### src/rtl/fcs_cfg.svh
// offsets, field positions, command codes and timing of the flash sequencer
`ifndef FCS_CFG_SVH
`define FCS_CFG_SVH

// register offsets (byte address)
`define FCS_OFS_MODE      8'h00
`define FCS_OFS_ID_LOCKED_BIT      8'h04
`define FCS_OFS_IDCMP     8'h08
`define FCS_OFS_AESTAT    8'h0c
`define FCS_OFS_STATUS    8'h10
`define FCS_OFS_SADDR     8'h14
`define FCS_OFS_PROT      8'h18
`define FCS_OFS_AREA      8'h1c
`define FCS_OFS_SUSP      8'h20
`define FCS_OFS_RAMLD     8'h24
`define FCS_OFS_CMD       8'h40

// mode entry fields
`define FCS_MODE_CODE_BIT 0
`define FCS_MODE_DATA_BIT 1

// status fields
`define FCS_ST_READY      0
`define FCS_ST_LOCK       1
`define FCS_ST_ILLEGAL    2
`define FCS_ST_BUF_FULL   3
`define FCS_ST_RAM_CORR   4
`define FCS_ST_RAM_UNCORR 5
`define FCS_ST_LB_ERASED  6

// access error fields
`define FCS_AE_CODE_BIT   0
`define FCS_AE_DATA_BIT   1

// command bytes
`define FCS_CMD_PROG      8'he8
`define FCS_CMD_DMA_PROG  8'hea
`define FCS_CMD_ERASE     8'h20
`define FCS_CMD_CONFIRM   8'hd0
`define FCS_CMD_CLEAR     8'h50
`define FCS_CMD_STOP      8'hb3

// reset values and keys; the key is arbitrary
`define FCS_RST_ID_LOCKED 1'b1
`define FCS_ID_KEY        32'h5a5a_c3c3

// buffer depth in words
`define FCS_BUF_DEPTH     3'h4

// timing
`define FCS_CLK_NS        8
`define FCS_PROG_NS       2000
`define FCS_ERASE_NS      20000
`define FCS_WORD_NS       400
`define FCS_PROG_CYC  ((`FCS_PROG_NS + `FCS_CLK_NS - 1) / `FCS_CLK_NS)
`define FCS_ERASE_CYC ((`FCS_ERASE_NS + `FCS_CLK_NS - 1) / `FCS_CLK_NS)
`define FCS_WORD_CYC  ((`FCS_WORD_NS + `FCS_CLK_NS - 1) / `FCS_CLK_NS)

`endif

### src/rtl/fcs_pkg.sv
// types of the flash command sequencer
package fcs_pkg;

  typedef enum logic [2:0] {
    FCS_IDLE,
    FCS_COUNT,
    FCS_DATA,
    FCS_CONFIRM,
    FCS_ERASE,
    FCS_DMA,
    FCS_BUSY
  } fcs_state_t;

  typedef enum logic [1:0] {
    FCS_OP_PROG,
    FCS_OP_DMA,
    FCS_OP_ERASE
  } fcs_op_t;

  typedef struct packed {
    logic [7:0]  addr;
    logic [31:0] wdata;
    logic        wr;
    logic        rd;
  } fcs_bus_t;

  typedef struct packed {
    logic [31:0] rdata;
    fcs_state_t  st;
    fcs_op_t     op;
    logic        code_pe;
    logic        data_pe;
    logic        id_locked;
    logic        code_ae;
    logic        data_ae;
    logic        lock;
    logic        illegal;
    logic        ram_corr;
    logic        ram_uncorr;
    logic        lb_erased;
    logic [31:0] start_addr;
    logic        prot_ctl;
    logic [7:0]  area_sel;
    logic        susp_mode;
    logic [7:0]  words;
    logic        half;
    logic [2:0]  buf_cnt;
    logic [11:0] drain;
    logic [11:0] timer;
    logic        dma_req;
  } fcs_regs_t;

endpackage
### src/rtl/fcs_ctrl.sv
// flash command sequencer: mode entry, lock handling and command issue
//
// Implementation choices: the register offsets and strobed register access.
`timescale 1ns/100ps
`include "fcs_cfg.svh"

module fcs_ctrl (
  input  wire logic             i_clk,
  input  wire logic             i_srst,
  input  wire fcs_pkg::fcs_bus_t i_bus,
  output logic [31:0]           o_rdata,
  output logic                  o_bus_wait,
  output logic                  o_dma_req,
  output logic                  o_ready,
  output logic                  o_cmd_lock,
  output logic                  o_code_pe,
  output logic                  o_data_pe
);

  // ----------------------------------------------------------------
  // state
  // ----------------------------------------------------------------
  fcs_pkg::fcs_regs_t q;
  fcs_pkg::fcs_regs_t d;

  logic       cmd_wr;
  logic [7:0] cmd_byte;
  logic       buf_full;
  logic       ready;
  logic       release_ok;
  logic       stall;

  // ----------------------------------------------------------------
  // decode
  // ----------------------------------------------------------------
  assign cmd_wr   = i_bus.wr && (i_bus.addr == `FCS_OFS_CMD);
  assign cmd_byte = i_bus.wdata[7:0];
  assign buf_full = (q.buf_cnt == `FCS_BUF_DEPTH);
  assign ready    = (q.st != fcs_pkg::FCS_BUSY) &&
                    (q.st != fcs_pkg::FCS_DMA);
  // an illegal command against a guarded area keeps the lock
  assign release_ok = !(q.illegal && (q.code_ae || q.data_ae));
  // data words are held off while the code buffer is full
  assign stall = cmd_wr && (q.st == fcs_pkg::FCS_DATA) &&
                 q.code_pe && buf_full &&
                 (cmd_byte != `FCS_CMD_STOP);

  // ----------------------------------------------------------------
  // next state
  // ----------------------------------------------------------------
  always_comb
  begin
    d         = q;
    d.dma_req = 1'b0;
    d.rdata   = 32'h0000_0000;

    // register reads, answered in the following cycle
    if (i_bus.rd)
    begin
      case (i_bus.addr)
        `FCS_OFS_MODE:
        begin
          d.rdata[`FCS_MODE_CODE_BIT] = q.code_pe;
          d.rdata[`FCS_MODE_DATA_BIT] = q.data_pe;
        end
        `FCS_OFS_ID_LOCKED_BIT:
          d.rdata[0] = q.id_locked;
        `FCS_OFS_AESTAT:
        begin
          d.rdata[`FCS_AE_CODE_BIT] = q.code_ae;
          d.rdata[`FCS_AE_DATA_BIT] = q.data_ae;
        end
        `FCS_OFS_STATUS:
        begin
          d.rdata[`FCS_ST_READY]      = ready;
          d.rdata[`FCS_ST_LOCK]       = q.lock;
          d.rdata[`FCS_ST_ILLEGAL]    = q.illegal;
          d.rdata[`FCS_ST_BUF_FULL]   = buf_full;
          d.rdata[`FCS_ST_RAM_CORR]   = q.ram_corr;
          d.rdata[`FCS_ST_RAM_UNCORR] = q.ram_uncorr;
          d.rdata[`FCS_ST_LB_ERASED]  = q.lb_erased;
        end
        `FCS_OFS_SADDR:
          d.rdata = q.start_addr;
        `FCS_OFS_PROT:
          d.rdata[0] = q.prot_ctl;
        `FCS_OFS_AREA:
          d.rdata[7:0] = q.area_sel;
        `FCS_OFS_SUSP:
          d.rdata[0] = q.susp_mode;
        default:
          d.rdata = 32'h0000_0000;
      endcase
    end

    // buffer drains one word per word time
    if (q.buf_cnt != 3'h0)
    begin
      if (q.drain == 12'(`FCS_WORD_CYC - 1))
      begin
        d.drain   = 12'h000;
        d.buf_cnt = q.buf_cnt - 3'h1;
      end
      else
        d.drain = q.drain + 12'h001;
    end

    // operation in flight ends when timer and buffer are spent
    if (q.st == fcs_pkg::FCS_BUSY)
    begin
      if (q.timer != 12'h000)
        d.timer = q.timer - 12'h001;
      else if (q.buf_cnt == 3'h0)
        d.st = fcs_pkg::FCS_IDLE;
    end

    // register writes
    if (i_bus.wr)
    begin
      case (i_bus.addr)
        `FCS_OFS_MODE:
        begin
          if (i_bus.wdata[1:0] == 2'h0)
          begin
            if (ready && !q.lock)
            begin
              d.code_pe = 1'b0;
              d.data_pe = 1'b0;
            end
          end
          else
          begin
            d.code_pe = i_bus.wdata[`FCS_MODE_CODE_BIT];
            d.data_pe = i_bus.wdata[`FCS_MODE_DATA_BIT];
          end
        end
        `FCS_OFS_IDCMP:
          if (i_bus.wdata == `FCS_ID_KEY)
            d.id_locked = 1'b0;
        `FCS_OFS_AESTAT:
        begin
          d.code_ae = 1'b0;
          d.data_ae = 1'b0;
          d.lock    = 1'b0;
        end
        `FCS_OFS_SADDR:
          d.start_addr = i_bus.wdata;
        `FCS_OFS_PROT:
          d.prot_ctl = i_bus.wdata[0];
        `FCS_OFS_AREA:
          d.area_sel = i_bus.wdata[7:0];
        `FCS_OFS_SUSP:
          d.susp_mode = i_bus.wdata[0];
        `FCS_OFS_RAMLD:
        begin
          // undefined ram contents trip the ecc on every load write
          d.ram_corr   = 1'b1;
          d.ram_uncorr = 1'b1;
          d.lock       = 1'b1;
        end
        default:
          d.lock = d.lock;
      endcase
    end

    // command issue area
    if (cmd_wr && !stall)
    begin
      if (cmd_byte == `FCS_CMD_STOP)
      begin
        // pure hardware path, no firmware involved
        d.st         = fcs_pkg::FCS_IDLE;
        d.timer      = 12'h000;
        d.buf_cnt    = 3'h0;
        d.drain      = 12'h000;
        d.words      = 8'h00;
        d.half       = 1'b0;
        d.ram_corr   = 1'b0;
        d.ram_uncorr = 1'b0;
        if (release_ok)
        begin
          d.illegal = 1'b0;
          d.lock    = 1'b0;
        end
      end
      else if (cmd_byte == `FCS_CMD_CLEAR && ready)
      begin
        d.ram_corr = 1'b0;
        // uncorrectable ram error survives a status clear
        if (release_ok && !q.ram_uncorr)
        begin
          d.illegal = 1'b0;
          d.lock    = 1'b0;
          d.st      = fcs_pkg::FCS_IDLE;
        end
      end
      else if (q.lock)
        d.lock = 1'b1;
      else if (q.code_pe && q.id_locked)
        d.lock = 1'b0;
      else if (!q.code_pe && !q.data_pe)
      begin
        d.data_ae = 1'b1;
        d.illegal = 1'b1;
        d.lock    = 1'b1;
      end
      else
      begin
        case (q.st)
          fcs_pkg::FCS_IDLE:
          begin
            if (cmd_byte == `FCS_CMD_PROG)
            begin
              d.op = fcs_pkg::FCS_OP_PROG;
              d.st = fcs_pkg::FCS_COUNT;
            end
            else if (cmd_byte == `FCS_CMD_DMA_PROG && q.data_pe)
            begin
              d.op = fcs_pkg::FCS_OP_DMA;
              d.st = fcs_pkg::FCS_COUNT;
            end
            else if (cmd_byte == `FCS_CMD_ERASE)
            begin
              d.op = fcs_pkg::FCS_OP_ERASE;
              d.st = fcs_pkg::FCS_ERASE;
            end
            else
            begin
              d.illegal = 1'b1;
              d.lock    = 1'b1;
            end
          end
          fcs_pkg::FCS_COUNT:
          begin
            d.words = cmd_byte;
            if (cmd_byte == 8'h00)
            begin
              d.illegal = 1'b1;
              d.lock    = 1'b1;
              d.st      = fcs_pkg::FCS_IDLE;
            end
            else if (q.op == fcs_pkg::FCS_OP_DMA)
              d.st = fcs_pkg::FCS_CONFIRM;
            else
              d.st = fcs_pkg::FCS_DATA;
          end
          fcs_pkg::FCS_DATA:
          begin
            // only code flash data passes through the buffer
            // build on d so a drain in this same cycle is not lost
            if (q.code_pe)
              d.buf_cnt = d.buf_cnt + 3'h1;
            d.words = q.words - 8'h01;
            if (q.words == 8'h01)
              d.st = fcs_pkg::FCS_CONFIRM;
          end
          fcs_pkg::FCS_CONFIRM:
          begin
            if (cmd_byte != `FCS_CMD_CONFIRM)
            begin
              d.illegal = 1'b1;
              d.lock    = 1'b1;
              d.st      = fcs_pkg::FCS_IDLE;
              d.buf_cnt = 3'h0;
            end
            else if (q.op == fcs_pkg::FCS_OP_DMA)
            begin
              d.st      = fcs_pkg::FCS_DMA;
              d.half    = 1'b0;
              d.dma_req = 1'b1;
            end
            else
            begin
              d.st    = fcs_pkg::FCS_BUSY;
              d.timer = 12'(`FCS_PROG_CYC);
            end
          end
          fcs_pkg::FCS_ERASE:
          begin
            if (cmd_byte == `FCS_CMD_CONFIRM)
            begin
              d.st    = fcs_pkg::FCS_BUSY;
              d.timer = 12'(`FCS_ERASE_CYC);
              if (q.prot_ctl)
                d.lb_erased = 1'b1;
              else
                d.lb_erased = 1'b0;
            end
            else
            begin
              d.illegal = 1'b1;
              d.lock    = 1'b1;
              d.st      = fcs_pkg::FCS_IDLE;
            end
          end
          fcs_pkg::FCS_DMA:
          begin
            // two halfword writes make one word
            d.half = !q.half;
            if (q.half)
            begin
              d.words = q.words - 8'h01;
              if (q.words == 8'h01)
              begin
                d.st    = fcs_pkg::FCS_BUSY;
                d.timer = 12'(`FCS_PROG_CYC);
              end
              else
                d.dma_req = 1'b1;
            end
          end
          fcs_pkg::FCS_BUSY:
          begin
            d.illegal = 1'b1;
            d.lock    = 1'b1;
          end
          default:
            d.st = fcs_pkg::FCS_IDLE;
        endcase
      end
    end
  end

  // ----------------------------------------------------------------
  // registers
  // ----------------------------------------------------------------
  always_ff @(posedge i_clk)
  begin
    if (i_srst)
    begin
      q           <= '0;
      q.st        <= fcs_pkg::FCS_IDLE;
      q.op        <= fcs_pkg::FCS_OP_PROG;
      q.id_locked <= `FCS_RST_ID_LOCKED;
    end
    else
      q <= d;
  end

  // ----------------------------------------------------------------
  // outputs
  // ----------------------------------------------------------------
  assign o_rdata    = q.rdata;
  assign o_bus_wait = stall;
  assign o_dma_req  = q.dma_req;
  assign o_ready    = ready;
  assign o_cmd_lock = q.lock;
  assign o_code_pe  = q.code_pe;
  assign o_data_pe  = q.data_pe;

endmodule // fcs_ctrl

### config.mk
export PLATFORM = sky130hd
export DESIGN_NAME = fcs_ctrl
export DESIGN_NICKNAME = d
export VERILOG_FILES = /design/src/rtl/fcs_pkg.sv /design/src/rtl/fcs_ctrl.sv
export VERILOG_INCLUDE_DIRS = /design/src /design/src/rtl
export SDC_FILE = /design/constraint.sdc
export NUM_CORES = 1
export LEC_CHECK = 0
export ABC_CLOCK_PERIOD_IN_PS = 3000
export BUFFER_PORTS_ARGS = -buffer_cell sky130_fd_sc_hd__buf_2
export CORE_MARGIN = 3
export CORE_UTILIZATION = 58
export CTS_CLUSTER_DIAMETER = 200
export DETAILED_ROUTE_END_ITERATION = 16
export PLACE_DENSITY = 0.81
export SYNTH_ARGS = -nofsm -noshare
export SYNTH_HDL_FRONTEND = slang
export SYNTH_SLANG_ARGS = --single-unit
### constraint.sdc
create_clock -name i_clk -period 3 [get_ports i_clk]
set_input_delay 0.6 -clock i_clk [delete_from_list [all_inputs] [get_ports i_clk]]
set_output_delay 0.6 -clock i_clk [all_outputs]
set_load 0.01 [all_outputs]
==> metrics <==
drt total wl 18300 µm; Syn Std Cell Area 6410 µm²; RSZ-0062 raised after global routing false; core footprint 10500 µm²; most numerous cell in the Yosys netlist dfxtp_1; type of the worst min-delay path primary input to register; Final Power 4010 µW; detailed placement HPWL 13100 µm; CTS Root Buffer Type clkbuf_8; post-CTS setup buffers 0; Post-synth EDFFs 0; via count 6080; Vias/cell 6.03; DRT Pass-1 Iters 5; reg2reg setup slack 220 ps; CP startpoint q[25]$_SDFF_PP0_; setup_tns 0 ps; drt initial violations 626; die width 111 µm; routed length per placed instance 18.1 µm; peak supply drop 0.000468 V; P&R area growth vs syn 16.5%; Crit Path Class register to output pin; Yosys top cell by area dfxtp_1; min cycle time layout 2920 ps; Post-synth top cells 125 x dfxtp_1, 124 x nand2_1, 88 x a21oi_1; CP Data Required Time 2400 ps; Netlist cell types 79; Async SR Flop Fraction 0%; Slew @ Worst Pin 741 ps; Core Rows 37; CP endpoint o_bus_wait; IO buf count 81; initial antenna violation count 0; worst slack, placed 156 ps; CP max FO 5; part of the Yosys area used for sequential elements 39.1%; CP startpoint kind register; DR WL met3 1390 µm; metal2 WL 8500 µm; IO Pins 82; CTS tree built; DRC Markers 0; relative slew slack 50.1%; final setup fails 0; Mapped Cells 803; FF+latch count, synth 125; Syn Area/Cell 7.98 µm²; Achievable Freq 342 MHz; slowest CP cell a311oi_4; vias in the first global route 5921; final period utilization 97.4%; Fin. Hold Viols 0; Slew Limit Fails 0; die area 12300 µm²; R2R Path End q[27]$_SDFF_PP0_; Skew-Pair Late Insertion Delay 530 ps; top cells by area, synth dfxtp_1 39%, nand2_1 7.3%, a21oi_1 6.9%, nor2_1 4.0%, buf_4 3.8%; Crit Reg-Reg Startpoint q[13]$_SDFF_PP0_; P_leak 0.00292 µW; PnR worst setup slack 77.2 ps; Num Clock Sinks 125; WHS 312 ps; post-synth top area share 39.1%; outcome complete, no violations; Initial Util 61.0%; grt ovf 0; largest net degree at the start of global routing 60; Warnings, synthesis 0; Top Metal Used met4; CTS Buf Count 17; cell chain of the critical path inv_1 -> ha_2 -> nand2_1 -> a311oi_4 -> buf_4 -> nor2b_1 -> buf_2; Most used DFF post-synth dfxtp_1; Final #Nets 912; Worst path max stage delay 420 ps; Routed met1 length 7690 µm; Final Wtd Congestion 0.988; GR Util All Layers 29.8%; syn nets 855; critical path data arrival time 2320 ps; layout cells sized above 1 19.5%; maximum buffer depth of the clock tree 2; Setup crit end kind output pin; max_cap viols 0; Die Ht 111 µm; first-pass GRT wire length 29800 µm; clock transition at the registers of the reported paths 60 ps; ANT nets after route 0; diode count 0; cts hold-fix bufs 0; worst r2r path cells 10; H-Tree Depth 4; Setup Skew 8.57 ps; P per Cell Area 537 nW/µm²
## flip-flops by register name, summed over array words and instances (netlist names)
register,flops
o_cmd_lock,1
o_rdata,32
o_dma_req,1
o_data_pe,1
o_code_pe,1
q,89
## through the flow
step           cell area [µm²]  utilization (%)  instances
4_1_cts                   7460             71.0       1009
5_1_grt                   7460             71.0       1009
3_5_place_dp              6810             64.8        977
3_3_place_gp              6810             64.8        977
6_report                  7460             71.0       1009
2_1_floorplan             6410                -        803
## cell usage in the layout (no fill, tap or decap), types with 18 or more instances in the layout
cell,count
nand2_1,124
dfxtp_1,124
a21oi_1,88
buf_2,81
nor2_1,69
nand3_1,41
buf_4,30
and2_1,26
o21ai_0,22
inv_1,18
## cells by family (layout without fill, tap and decap cells)
| group | after synthesis | in the layout | synth area share [%] |
|---|---|---|---|
| simple gates | 374 | 374 | 29.9 |
| compound gates | 166 | 166 | 16.5 |
| flops | 125 | 125 | 39.1 |
| buf+inv | 92 | 162 | 7.50 |
| xor+xnor | 30 | 30 | 4.22 |
| fa+ha+maj | 8 | 8 | 1.56 |
| mux | 8 | 8 | 1.29 |
## routing by layer
layer / track usage [%] / vias up
li1: - / 2897
met1: 36.8 / 2832
met2: 49.0 / 287
met3: 7.75 / 64
met4: 13.1 / 0
met5: 0 / -
## worst max-delay path: cells and delay by family (launching register included)
| kind | cells | cell delay (ps) |
|---|---|---|
| compound gates | 1 | 420 |
| buf+inv | 3 | 460 |
| fa+ha+maj | 1 | 280 |
| simple gates | 2 | 300 |
| flops | 1 | 330 |
## worst min path at each step
stage | slack [ps] | startpoint | to | cells past startpoint
floorplan | 430 | q[57]$_SDFFE_PP0P_ | o_rdata[10]$_SDFF_PP0_ | 1
global placement | 430 | q[75]$_SDFFE_PP0P_ | o_rdata[28]$_SDFF_PP0_ | 1
detailed placement | 440 | q[62]$_SDFFE_PP0P_ | o_rdata[15]$_SDFF_PP0_ | 1
CTS | 300 | i_bus[10] | q[55]$_SDFFE_PP0P_ | 3
global route | 310 | i_bus[26] | q[71]$_SDFFE_PP0P_ | 3
finish | 310 | i_bus[10] | q[55]$_SDFFE_PP0P_ | 3
## final cells by class
| type | count | area, µm² |
|---|---|---|
| multi-input combinational | 586 | 3440 |
| clock inverter | 14 | 216 |
| inverter | 18 | 67.6 |
| sequential | 125 | 2500 |
| clock buffer | 18 | 418 |
| tap | 136 | 170 |
| fill | 826 | 3050 |
| timing repair buffer | 112 | 651 |
## repair_timing
action | 4_1_cts | 5_1_grt
hold endpoints to repair | 0 | 0
resized for setup | 1 | 2
setup endpoints to repair | 1 | 1
## power breakdown
group          internal [µW]  leakage (µW)  switching [µW]  total (µW)
Sequential              1660       0.00101           0.732        1660
Combinational           47.7       0.00160            97.0         145
Clock                   1430      0.000309             764        2200
Total                   3140       0.00292             861        4010
(Power assumes the default switching activity.)
